===== config.mk =====
export PLATFORM = sky130hd
export DESIGN_NAME = rmb_reset_mode_bias
export DESIGN_NICKNAME = d
export VERILOG_FILES = /design/src/verilog/rmb_pkg.sv /design/src/verilog/rmb_reset_mode_bias.sv /design/src/verilog/rmb_sync2.sv
export VERILOG_INCLUDE_DIRS = /design/src /design/src/verilog
export SDC_FILE = /design/constraint.sdc
export NUM_CORES = 1
export LEC_CHECK = 0
export ABC_AREA = 1
export ABC_CLOCK_PERIOD_IN_PS = 2600
export BUFFER_PORTS_ARGS = -buffer_cell sky130_fd_sc_hd__clkbuf_2
export CELL_PAD_IN_SITES_DETAIL_PLACEMENT = 2
export CELL_PAD_IN_SITES_GLOBAL_PLACEMENT = 2
export CORE_MARGIN = 2
export CORE_UTILIZATION = 34
export CTS_CLUSTER_DIAMETER = 150
export CTS_CLUSTER_SIZE = 10
export DETAILED_ROUTE_END_ITERATION = 12
export MAX_ROUTING_LAYER = met4
export PLACE_DENSITY = 0.85
export REMOVE_ABC_BUFFERS = 1
export SLEW_MARGIN = 30
export SYNTH_ARGS = -nofsm -noshare
export SYNTH_HDL_FRONTEND = slang
export SYNTH_SLANG_ARGS = --single-unit
export TNS_END_PERCENT = 100

===== constraint.sdc =====
create_clock -name CLK_SYS -period 2.6 [get_ports CLK_SYS]
set_input_delay 0.65 -clock CLK_SYS [delete_from_list [all_inputs] [get_ports CLK_SYS]]
set_output_delay 0.65 -clock CLK_SYS [all_outputs]
set_load 0.02 [all_outputs]

===== src/verilog/rmb_defs.svh =====
// Offsets, field positions, reset values and timing counts of the block
`ifndef RMB_DEFS_SVH
`define RMB_DEFS_SVH

// Serial register offsets
`define RMB_ADDR_CTRL        7'h00
`define RMB_ADDR_PD_LOW      7'h01
`define RMB_ADDR_PD_HIGH     7'h02
`define RMB_ADDR_HDX_PWR     7'h03
`define RMB_ADDR_CONV_LP     7'h07
`define RMB_ADDR_BIAS        7'h13

// Field positions
`define RMB_CTRL_SOFT_RST    5
`define RMB_CTRL_EARLY       0
`define RMB_CONV_LP_BIT      4
`define RMB_CGA_HI           7
`define RMB_CGA_LO           5
`define RMB_SGA_HI           4
`define RMB_SGA_LO           3
`define RMB_ADC_HI           2
`define RMB_ADC_LO           0

// Reset values and the converter low-power code
`define RMB_RST_BIAS         8'h00
`define RMB_RST_CTRL         8'h00
`define RMB_RST_CONV_LP      8'h00
`define RMB_RST_PD_LOW       8'h00
`define RMB_RST_PD_HIGH      8'h7F
`define RMB_RST_PD_HIGH_ALL  8'hFF
`define RMB_RST_HDX_PWR      8'hFB
`define RMB_ADC_LP_CODE      3'h3

// Serial frame layout: read flag, 7-bit address, 8-bit data
`define RMB_FRAME_BITS       5'h10
`define RMB_HDR_BITS         5'h08

// Timing
`define RMB_CLK_MHZ          200
`define RMB_T_RST_MIN_NS     50
`define RMB_RST_MIN_CYC      ((`RMB_T_RST_MIN_NS * `RMB_CLK_MHZ + 999) / 1000)
`define RMB_T_PWR_ON_MS      10
`define RMB_PWR_ON_CYC       (`RMB_T_PWR_ON_MS * `RMB_CLK_MHZ * 1000)
`define RMB_CAL_CYC          1024

`endif


===== src/verilog/rmb_pkg.sv =====
// Types shared by the reset, mode and bias configuration block
package rmb_pkg;

    typedef logic [7:0] rmb_byte_t;
    typedef logic [6:0] rmb_addr_t;

    // Calibration sequencer states
    typedef enum logic [2:0] {
        RMB_CAL_IDLE = 3'b001,
        RMB_CAL_RUN  = 3'b010,
        RMB_CAL_DONE = 3'b100
    } rmb_cal_e;

endpackage


===== src/verilog/rmb_reset_mode_bias.sv =====
// Strap, reset, calibration start and serial register logic of the front end
//
// Summary of operation
// [RL1] Bias register: 7:5, 4:3, 2:0 fields
// [RL2] Bias register is zero after any reset
// [RL3] Converter low-power bit equals bias code 011
// [RL4] Duplex strap low half, high full
// [RL5] Strap pair picks the PD_HIGH serial register default; other defaults are fixed
// [RL6] Select pin held high ignores serial traffic
// [RL7] Reset pin or soft bit restores defaults
// [RL8] Calibration only after hardware reset
// [RL9] Resets never clear transmit filter pipeline
// [RL10] Host holds reset low at least 50 ns
// [RL11] Registers default instantly on reset pin low
// [RL12] Calibration starts on reset pin rising
// [RL13] Host holds reset 10 ms after power
// [RL14] Soft reset bit reads back as zero
`timescale 1ns/1ps
`include "rmb_defs.svh"
module rmb_reset_mode_bias #(
    parameter int unsigned PWR_ON_CYCLES = `RMB_PWR_ON_CYC,
    parameter int unsigned CAL_CYCLES    = `RMB_CAL_CYC
) (
    input  wire logic         CLK_SYS,
    input  wire logic         RST_N,
    input  wire logic         RESET_PIN_N,
    input  wire logic         DUPLEX_STRAP,
    input  wire logic         CONFIG_STRAP,
    input  wire logic         SERIAL_PORT_SELECT_N,
    input  wire logic         SERIAL_CLK,
    input  wire logic         SERIAL_DATA_I,
    output logic              SERIAL_DATA_O,
    output logic              SERIAL_DATA_OE,
    output logic              FULL_DUPLEX,
    output rmb_pkg::rmb_byte_t PD_LOW_SET,
    output rmb_pkg::rmb_byte_t PD_HIGH_SET,
    output rmb_pkg::rmb_byte_t HDX_PWR_CFG,
    output logic [2:0]        CONTINUOUS_GAIN_AMP_BIAS,
    output logic [1:0]        SWITCHED_GAIN_AMP_BIAS,
    output logic [2:0]        CONVERTER_BIAS,
    output logic              SOFT_RST_PULSE,
    output logic              CAL_START,
    output logic              CAL_BUSY
);
    import rmb_pkg::*;

    localparam int unsigned NREG = 6;

    logic      rst_pin_s;
    logic      duplex_s;
    logic      config_s;
    logic      sel_n_s;
    logic      sclk_s;
    logic      sdi_s;
    logic      rst_pin_d_r;
    logic      sclk_d_r;
    logic      hw_rst_n;
    logic      strap_duplex_r;
    logic      strap_config_r;
    rmb_byte_t delta_r [NREG];
    logic [4:0] bit_cnt_r;
    logic [15:0] shift_r;
    rmb_byte_t out_r;
    logic      rd_r;
    logic      soft_rst_r;
    logic      wr_fire;
    rmb_addr_t wr_addr;
    rmb_byte_t wr_data;
    logic      sclk_rise;
    logic      sclk_fall;
    logic      early_r;
    logic [31:0] pwr_cnt_r;
    logic [31:0] cal_cnt_r;
    rmb_cal_e  cal_state_r;
    rmb_cal_e  cal_state_nxt;
    rmb_byte_t bias_eff;
    rmb_byte_t conv_lp_val;

    // Map an offset onto a storage index; NREG marks an unmapped offset
    function automatic int unsigned addr_idx(input rmb_addr_t a);
        int unsigned i;
        i = NREG;
        if (a == `RMB_ADDR_CTRL) begin
            i = 0;
        end else if (a == `RMB_ADDR_PD_LOW) begin
            i = 1;
        end else if (a == `RMB_ADDR_PD_HIGH) begin
            i = 2;
        end else if (a == `RMB_ADDR_HDX_PWR) begin
            i = 3;
        end else if (a == `RMB_ADDR_CONV_LP) begin
            i = 4;
        end else if (a == `RMB_ADDR_BIAS) begin
            i = 5;
        end
        return i;
    endfunction

    // Default contents; the strap pair chooses only the PD_HIGH default
    function automatic rmb_byte_t def_val(input int unsigned i,
                                          input logic dup,
                                          input logic cfg);
        rmb_byte_t v;
        v = 8'h00;
        case (i)
            0: v = `RMB_RST_CTRL;
            1: v = `RMB_RST_PD_LOW;
            2: v = (dup && cfg) ? `RMB_RST_PD_HIGH_ALL
                                : `RMB_RST_PD_HIGH; // RL5
            3: v = `RMB_RST_HDX_PWR;
            4: v = `RMB_RST_CONV_LP;
            5: v = `RMB_RST_BIAS; // RL2
            default: v = 8'h00;
        endcase
        return v;
    endfunction

    // Live value of a register: stored difference over the default
    function automatic rmb_byte_t reg_val(input int unsigned i,
                                          input rmb_byte_t d,
                                          input logic dup,
                                          input logic cfg);
        return d ^ def_val(i, dup, cfg);
    endfunction

    // Every pin is brought into the clock domain; the reset pin is also used raw below
    rmb_sync2 #(.RST_VAL(1'b0)) u_sync_rst (
        .clk   (CLK_SYS),
        .rst_n (RST_N),
        .d     (RESET_PIN_N),
        .q     (rst_pin_s)
    );
    rmb_sync2 #(.RST_VAL(1'b0)) u_sync_dup (
        .clk   (CLK_SYS),
        .rst_n (RST_N),
        .d     (DUPLEX_STRAP),
        .q     (duplex_s)
    );
    rmb_sync2 #(.RST_VAL(1'b0)) u_sync_cfg (
        .clk   (CLK_SYS),
        .rst_n (RST_N),
        .d     (CONFIG_STRAP),
        .q     (config_s)
    );
    rmb_sync2 #(.RST_VAL(1'b1)) u_sync_sel (
        .clk   (CLK_SYS),
        .rst_n (RST_N),
        .d     (SERIAL_PORT_SELECT_N),
        .q     (sel_n_s)
    );
    rmb_sync2 #(.RST_VAL(1'b0)) u_sync_sck (
        .clk   (CLK_SYS),
        .rst_n (RST_N),
        .d     (SERIAL_CLK),
        .q     (sclk_s)
    );
    rmb_sync2 #(.RST_VAL(1'b0)) u_sync_sdi (
        .clk   (CLK_SYS),
        .rst_n (RST_N),
        .d     (SERIAL_DATA_I),
        .q     (sdi_s)
    );

    // The pin clears the register file with no clock at all; a glitch on
    // the pin therefore counts as a reset, which is the intended trade
    assign hw_rst_n = RST_N & RESET_PIN_N; // RL11

    // Edge history for the reset pin and the serial clock
    always_ff @(posedge CLK_SYS or negedge RST_N) begin
        if (!RST_N) begin
            rst_pin_d_r <= 1'b0;
            sclk_d_r    <= 1'b0;
        end else begin
            rst_pin_d_r <= rst_pin_s;
            sclk_d_r    <= sclk_s;
        end
    end

    assign sclk_rise = sclk_s & ~sclk_d_r;
    assign sclk_fall = ~sclk_s & sclk_d_r;

    // Straps are caught while either reset is active, so the defaults
    // follow the pins as they stand at release
    always_ff @(posedge CLK_SYS or negedge RST_N) begin
        if (!RST_N) begin
            strap_duplex_r <= 1'b0;
            strap_config_r <= 1'b0;
        end else if (!rst_pin_s || soft_rst_r) begin
            strap_duplex_r <= duplex_s; // RL4
            strap_config_r <= config_s; // RL5
        end
    end

    // Serial shift engine; a deselected port sees no traffic
    always_ff @(posedge CLK_SYS or negedge hw_rst_n) begin
        if (!hw_rst_n) begin
            bit_cnt_r <= 5'h00;
            shift_r   <= 16'h0000;
            rd_r      <= 1'b0;
        end else if (sel_n_s) begin
            bit_cnt_r <= 5'h00; // RL6
            rd_r      <= 1'b0;
        end else if (sclk_rise && bit_cnt_r != `RMB_FRAME_BITS) begin
            shift_r   <= {shift_r[14:0], sdi_s};
            bit_cnt_r <= bit_cnt_r + 5'h01;
            if (bit_cnt_r == 5'h00) begin
                rd_r <= sdi_s;
            end
        end
    end

    assign wr_fire = sclk_rise && !sel_n_s && !rd_r
                     && bit_cnt_r == (`RMB_FRAME_BITS - 5'h01);
    assign wr_addr = shift_r[13:7];
    assign wr_data = {shift_r[6:0], sdi_s};

    // Read data is loaded after the header and moved out on falling edges
    always_ff @(posedge CLK_SYS or negedge hw_rst_n) begin
        if (!hw_rst_n) begin
            out_r <= 8'h00;
        end else if (sel_n_s || !rd_r) begin
            out_r <= 8'h00;
        end else if (sclk_rise && bit_cnt_r == (`RMB_HDR_BITS - 5'h01)) begin
            out_r <= rd_word({shift_r[5:0], sdi_s});
        end else if (sclk_fall && bit_cnt_r > `RMB_HDR_BITS) begin
            out_r <= {out_r[6:0], 1'b0};
        end
    end

    // Read answer; unmapped offsets read as zero
    function automatic rmb_byte_t rd_word(input rmb_addr_t a);
        int unsigned i;
        rmb_byte_t v;
        i = addr_idx(a);
        v = 8'h00;
        if (i < NREG) begin
            v = reg_val(i, delta_r[i], strap_duplex_r, strap_config_r);
        end
        if (i == 0) begin
            v[`RMB_CTRL_SOFT_RST] = 1'b0; // RL14
            v[`RMB_CTRL_EARLY]    = early_r;
        end
        return v;
    endfunction

    // Drive the data pin only through the data phase of a read
    always_comb begin
        SERIAL_DATA_OE = !sel_n_s && rd_r && bit_cnt_r >= `RMB_HDR_BITS;
        SERIAL_DATA_O  = out_r[7];
    end

    // Register storage as difference from the strap default, so an
    // asynchronous clear lands exactly on the default
    always_ff @(posedge CLK_SYS or negedge hw_rst_n) begin
        if (!hw_rst_n) begin
            for (int k = 0; k < NREG; k++) begin
                delta_r[k] <= 8'h00; // RL11
            end
        end else if (soft_rst_r) begin
            for (int k = 0; k < NREG; k++) begin
                delta_r[k] <= 8'h00; // RL7
            end
        end else if (wr_fire && addr_idx(wr_addr) < NREG) begin
            delta_r[addr_idx(wr_addr)] <= wr_data ^
                def_val(addr_idx(wr_addr), strap_duplex_r, strap_config_r);
        end
    end

    // Soft reset request lasts one cycle and clears the bit that the write stored in the control register on the next cycle
    always_ff @(posedge CLK_SYS or negedge hw_rst_n) begin
        if (!hw_rst_n) begin
            soft_rst_r <= 1'b0;
        end else begin
            soft_rst_r <= wr_fire && addr_idx(wr_addr) == 0
                          && wr_data[`RMB_CTRL_SOFT_RST]; // RL7 RL14
        end
    end

    // Host must wait the power-on time before release; an early release
    // is only flagged, since the analog blocks cannot be held off here
    always_ff @(posedge CLK_SYS or negedge RST_N) begin
        if (!RST_N) begin
            pwr_cnt_r <= 32'h0000_0000;
            early_r   <= 1'b0;
        end else begin
            if (pwr_cnt_r < PWR_ON_CYCLES) begin
                pwr_cnt_r <= pwr_cnt_r + 32'h0000_0001;
            end
            if (rst_pin_s && !rst_pin_d_r && pwr_cnt_r < PWR_ON_CYCLES) begin
                early_r <= 1'b1; // RL13
            end
        end
    end

    // Calibration sequencer: started by the pin's rising edge only
    always_comb begin
        cal_state_nxt = cal_state_r;
        case (cal_state_r)
            RMB_CAL_IDLE: begin
                if (rst_pin_s && !rst_pin_d_r) begin
                    cal_state_nxt = RMB_CAL_RUN; // RL12 RL8
                end
            end
            RMB_CAL_RUN: begin
                if (cal_cnt_r == CAL_CYCLES - 1) begin
                    cal_state_nxt = RMB_CAL_DONE;
                end
            end
            RMB_CAL_DONE: begin
                cal_state_nxt = RMB_CAL_IDLE;
            end
            default: begin
                cal_state_nxt = RMB_CAL_IDLE;
            end
        endcase
        if (!rst_pin_s) begin
            cal_state_nxt = RMB_CAL_IDLE; // RL12
        end
    end

    always_ff @(posedge CLK_SYS or negedge RST_N) begin
        if (!RST_N) begin
            cal_state_r <= RMB_CAL_IDLE;
        end else begin
            cal_state_r <= cal_state_nxt;
        end
    end

    // Cycle count of the running routine
    always_ff @(posedge CLK_SYS or negedge RST_N) begin
        if (!RST_N) begin
            cal_cnt_r <= 32'h0000_0000;
        end else if (cal_state_r != RMB_CAL_RUN) begin
            cal_cnt_r <= 32'h0000_0000;
        end else begin
            cal_cnt_r <= cal_cnt_r + 32'h0000_0001;
        end
    end

    // Start pulse and busy level from registers
    always_ff @(posedge CLK_SYS or negedge RST_N) begin
        if (!RST_N) begin
            CAL_START <= 1'b0;
            CAL_BUSY  <= 1'b0;
        end else begin
            CAL_START <= cal_state_r == RMB_CAL_IDLE
                         && cal_state_nxt == RMB_CAL_RUN; // RL8
            CAL_BUSY  <= cal_state_nxt == RMB_CAL_RUN;
        end
    end

    // Effective bias: low-power bit overrides the converter field
    always_comb begin
        conv_lp_val = reg_val(4, delta_r[4], strap_duplex_r, strap_config_r);
        bias_eff    = reg_val(5, delta_r[5], strap_duplex_r, strap_config_r);
        if (conv_lp_val[`RMB_CONV_LP_BIT]) begin
            bias_eff[`RMB_ADC_HI:`RMB_ADC_LO] = `RMB_ADC_LP_CODE; // RL3
        end
    end

    // Configuration outputs registered; the soft reset pulse goes to the
    // datapath resets but not to the transmit filter, which keeps its data
    always_ff @(posedge CLK_SYS or negedge RST_N) begin
        if (!RST_N) begin
            FULL_DUPLEX              <= 1'b0;
            PD_LOW_SET               <= 8'h00;
            PD_HIGH_SET              <= 8'h00;
            HDX_PWR_CFG              <= 8'h00;
            CONTINUOUS_GAIN_AMP_BIAS <= 3'h0;
            SWITCHED_GAIN_AMP_BIAS   <= 2'h0;
            CONVERTER_BIAS           <= 3'h0;
            SOFT_RST_PULSE           <= 1'b0;
        end else begin
            FULL_DUPLEX <= strap_duplex_r; // RL4
            PD_LOW_SET  <= reg_val(1, delta_r[1], strap_duplex_r,
                                   strap_config_r);
            PD_HIGH_SET <= reg_val(2, delta_r[2], strap_duplex_r,
                                   strap_config_r);
            HDX_PWR_CFG <= reg_val(3, delta_r[3], strap_duplex_r,
                                   strap_config_r);
            CONTINUOUS_GAIN_AMP_BIAS <=
                bias_eff[`RMB_CGA_HI:`RMB_CGA_LO]; // RL1
            SWITCHED_GAIN_AMP_BIAS   <=
                bias_eff[`RMB_SGA_HI:`RMB_SGA_LO]; // RL1
            CONVERTER_BIAS           <=
                bias_eff[`RMB_ADC_HI:`RMB_ADC_LO]; // RL1
            SOFT_RST_PULSE <= soft_rst_r; // RL9
        end
    end

endmodule


===== src/verilog/rmb_sync2.sv =====
// Two-stage synchroniser for one level from outside the clock domain
`timescale 1ns/1ps
module rmb_sync2 #(
    parameter logic RST_VAL = 1'b0
) (
    input  wire logic clk,
    input  wire logic rst_n,
    input  wire logic d,
    output logic      q
);

    logic meta_r;

    // First stage feeds only the second stage
    always_ff @(posedge clk or negedge rst_n) begin
        if (!rst_n) begin
            meta_r <= RST_VAL;
            q      <= RST_VAL;
        end else begin
            meta_r <= d;
            q      <= meta_r;
        end
    end

endmodule


==> metrics.md <==
| Metric | Value |
|---|---|
| Cell taking the most area after synthesis | dfrtp_1 |
| Buf/Inv on CP | 0 |
| Final HPWL DP | 21,490 um |
| Slew HR | 56.20% |
| Synth top area cells | dfrtp_1 (52%), nand2_1 (11%), nand3_1 (5.8%) |
| DR pass1 iterations | 4 |
| Core box area | 0.02680 mm2 |
| Most used cell, CP | nand2_1 |
| Async SR Flop Fraction | 100.0% |
| # Post-CTS Setup Buffers | 0 |
| Post-synthesis area per instance | 8.627 um2 |
| Largest net degree at the start of global routing | 76 |
| Hold Path Class | input port to asynchronous set/reset pin |
| Total congestion overflow | 0 |
| Crit path max-delay cell type | dfrtp_1 |
| Final setup viols | 0 |
| Reg-to-reg slack, setup | 390 ps |
| Antenna violations before repair | 0 |
| Max Clock Freq | 0.4529 GHz |
| GR peak layer | met2 |
| IO buf count | 45 |
| Period minus WS final | 2208 ps |
| Final setup skew | 17.21 ps |
| Endpoint class of the critical path | flip-flop |
| Leakage | 4.801 nW |
| Row Count | 60 |
| FF-to-FF Start | bit_cnt_r[1]$_DFFE_PN0P_ |
| Commonest cells in the netlist | nand2_1 (260), dfrtp_1 (192), inv_1 (113) |
| Ys Warns | 0 |
| Crit path max-delay family | simple AND/OR/NAND/NOR gates |
| Status | completed |
| Setup CP Type | flip-flop to flip-flop |
| Area Growth Syn to Fin | 13.24% |
| H-tree levels | 4 |
| Die Y | 168.5 um |
| Cells after Synth | 1,067 |
| Layout Nets | 1,121 |
| First-pass GRT wire length | 47,910 um |
| Synth Cell Area | 0.009205 mm2 |
| Final Instance Area | 0.01042 mm2 |
| Layout cells sized above 1 | 13.20% |
| GR Util met3 | 3.554% |
| Post-route ant nets | 0 |
| CTS Buf Count | 17 |
| Placed insts | 1,430 |
| Cell Pwr Density | 637.8 mW/mm2 |
| Non-filler cells in the finished layout | 1,462 |
| Max VDD drop | 0.4847 mV |
| M1 GR Usage | 28.43% |
| RSZ-0062 raised after global routing | false |
| Vias | 7,560 |
| Met2 Resource Use GR | 37.66% |
| Vias in the first global route | 8,449 |
| CTS tree | yes |
| Arr. time, crit path | 2560 ps |
| Most numerous cell in the Yosys netlist | nand2_1 |
| Worst-Margin Slew | 654.8 ps |
| Clk_lat worst skew | 450 ps |
| Unique cell type count in the Yosys netlist | 51 |
| Inserted Diodes | 0 |
| Initial DRC Count | 388 |
| Worst path max stage delay | 390 ps |
| WP data required | 2950 ps |
| Residual DRC | 0 |
| WL/cell | 20.15 um |
| CP cell instances | ha_1 -> nand2_1 -> nor2_1 -> ha_1 -> nand2_1 -> nor2_8 -> nand2_1 -> nand2_4 -> nand3_1 -> o21ai_0 |
| Initial core utilization | 34.35% |
| Root Driver | clkbuf_16 |
| Dpl cell area | 0.009809 mm2 |
| Post_cts resized | 0 |
| Synth Flop Type | dfrtp_1 |
| Worst setup SP type | flip-flop |
| Avg Vias per Cell | 5.171 |
| Die Width | 168.5 um |
| Post-Route WL | 29,460 um |
| Final worst-path cycle share | 84.92% |
| Setup TNS | 0 ps |
| Hold-fix buffers at CTS | 0 |
| Pwr Total | 0.006648 W |
| EDFF count, synth | 0 |
| Clock Pin Slew Worst Setup and Hold Paths | 80 ps |
| Post-synth top area share | 52.20% |
| Die ar. | 0.02841 mm2 |
| RePlAce Congestion | 0.8657 |
| Number of filler cells placed in the layout | 2,998 |
| Synth Register Bits | 195 |
| Reg2Reg Depth | 10 |
| Sequential cell area fraction in the yosys report | 53.05% |
| All-Layer GR Usage | 22.49% |
| Hold Violations, Final | 0 |
| CTS max path bufs | 2 |
| R2R Path End | delta_r[25]$_DFFE_PN0P_ |
| Slew Limit Fails | 0 |
| CTS sink cnt | 195 |
| Critical path fanouts, max | 11 |
| MaxCap Viol Count | 0 |
| I/O pin cnt | 46 |
-- layout by cell type, fill, tap and decap left out, types with 5 or more instances in the layout --
cell and instances:
nand2_1 260, dfrtp_1 192, inv_1 112, nand3_1 106
nor2_1 82, o21ai_0 57, clkbuf_2 44, nor3_1 36
xor2_1 31, nand4_1 29, clkbuf_16 17, a21oi_1 15
o21ai_2 12, buf_4 11, xnor2_1 9, inv_2 8
nor4_1 6, nor2_4 5, nor2_2 5, nand2_2 5
o21ai_1 5, nand3b_1 5, ha_1 5
-- layout make-up --
cell class                 instances  area (um2)  area share, %
timing repair buffer              58       354.1          3.397
sequential                       195        4883          46.85
clock buffer                      17       425.4          4.081
inverter                         121       455.4          4.369
multi-input combinational        715        3690          35.40
clock inverter                    15       188.9          1.813
tap                              341       426.7          4.093
-- routing by layer --
layer	up-vias	share of wire, %	wire length [um]
li1	3547	-	-
met1	3886	45	13120
met2	99	51	15050
met3	28	2.5	724
met4	0	1.9	561
met5	-	0	0
-- state kept, by name, indices dropped and copies added, names as in the netlist, 3 cells and up --
name	flops
delta_r	33
cal_state_r	3
out_r	8
bias_eff	5
conv_lp_val	8
cal_cnt_r	32
CONVERTER_BIAS	3
PD_LOW_SET	8
pwr_cnt_r	32
shift_r	14
PD_HIGH_SET	8
bit_cnt_r	5
CONTINUOUS_GAIN_AMP_BIAS	3
HDX_PWR_CFG	8
-- worst max path at each step --
stage | cells past startpoint | from | to
global route | 10 | bit_cnt_r[0]$_DFFE_PN0P_ | delta_r[25]$_DFFE_PN0P_
finish | 10 | bit_cnt_r[1]$_DFFE_PN0P_ | delta_r[25]$_DFFE_PN0P_
floorplan | 2 | RST_N | bias_eff[3]$_DFFE_PN0P_
detailed placement | 10 | bit_cnt_r[1]$_DFFE_PN0P_ | delta_r[25]$_DFFE_PN0P_
global placement | 10 | u_sync_sdi.q$_DFF_PN0_ | out_r[6]$_DFFE_PN0P_
CTS | 10 | bit_cnt_r[1]$_DFFE_PN0P_ | delta_r[25]$_DFFE_PN0P_
-- metrics by stage --
step	hold WS, ps	worst slack, ps	utilization, %
3_3_place_gp	332.4	514.3	36.60
3_5_place_dp	337.2	435.6	36.60
6_report	59.17	392.1	38.89
4_1_cts	48.26	329.8	38.89
2_1_floorplan	331.2	0.3753	-
5_1_grt	50.46	143.0	38.89
-- where the power goes --
| part | internal, W | leakage [nW] | switching, W | total [W] |
|---|---|---|---|---|
| registers | 0.00309 | 2.57 | 0.0000758 | 0.00316 |
| clock network | 0.00139 | 0.301 | 0.00137 | 0.00276 |
| logic | 0.000166 | 1.93 | 0.000555 | 0.000721 |
| total | 0.00464 | 4.80 | 0.00200 | 0.00665 |
-- cell families (layout without fill, tap and decap cells) --
family	count (synthesis)	count (layout)	synth area share (%)
DFF	195	195	53.05
and+or+nand+nor	560	560	28.53
AOI/OAI and AO/OA	108	108	6.823
buffers and inverters	157	211	6.864
adders and majority gates	5	5	0.6796
xor gates and xnor gates	40	40	3.806
muxes	2	2	0.2446
Power figures use the tool's default switching activity.
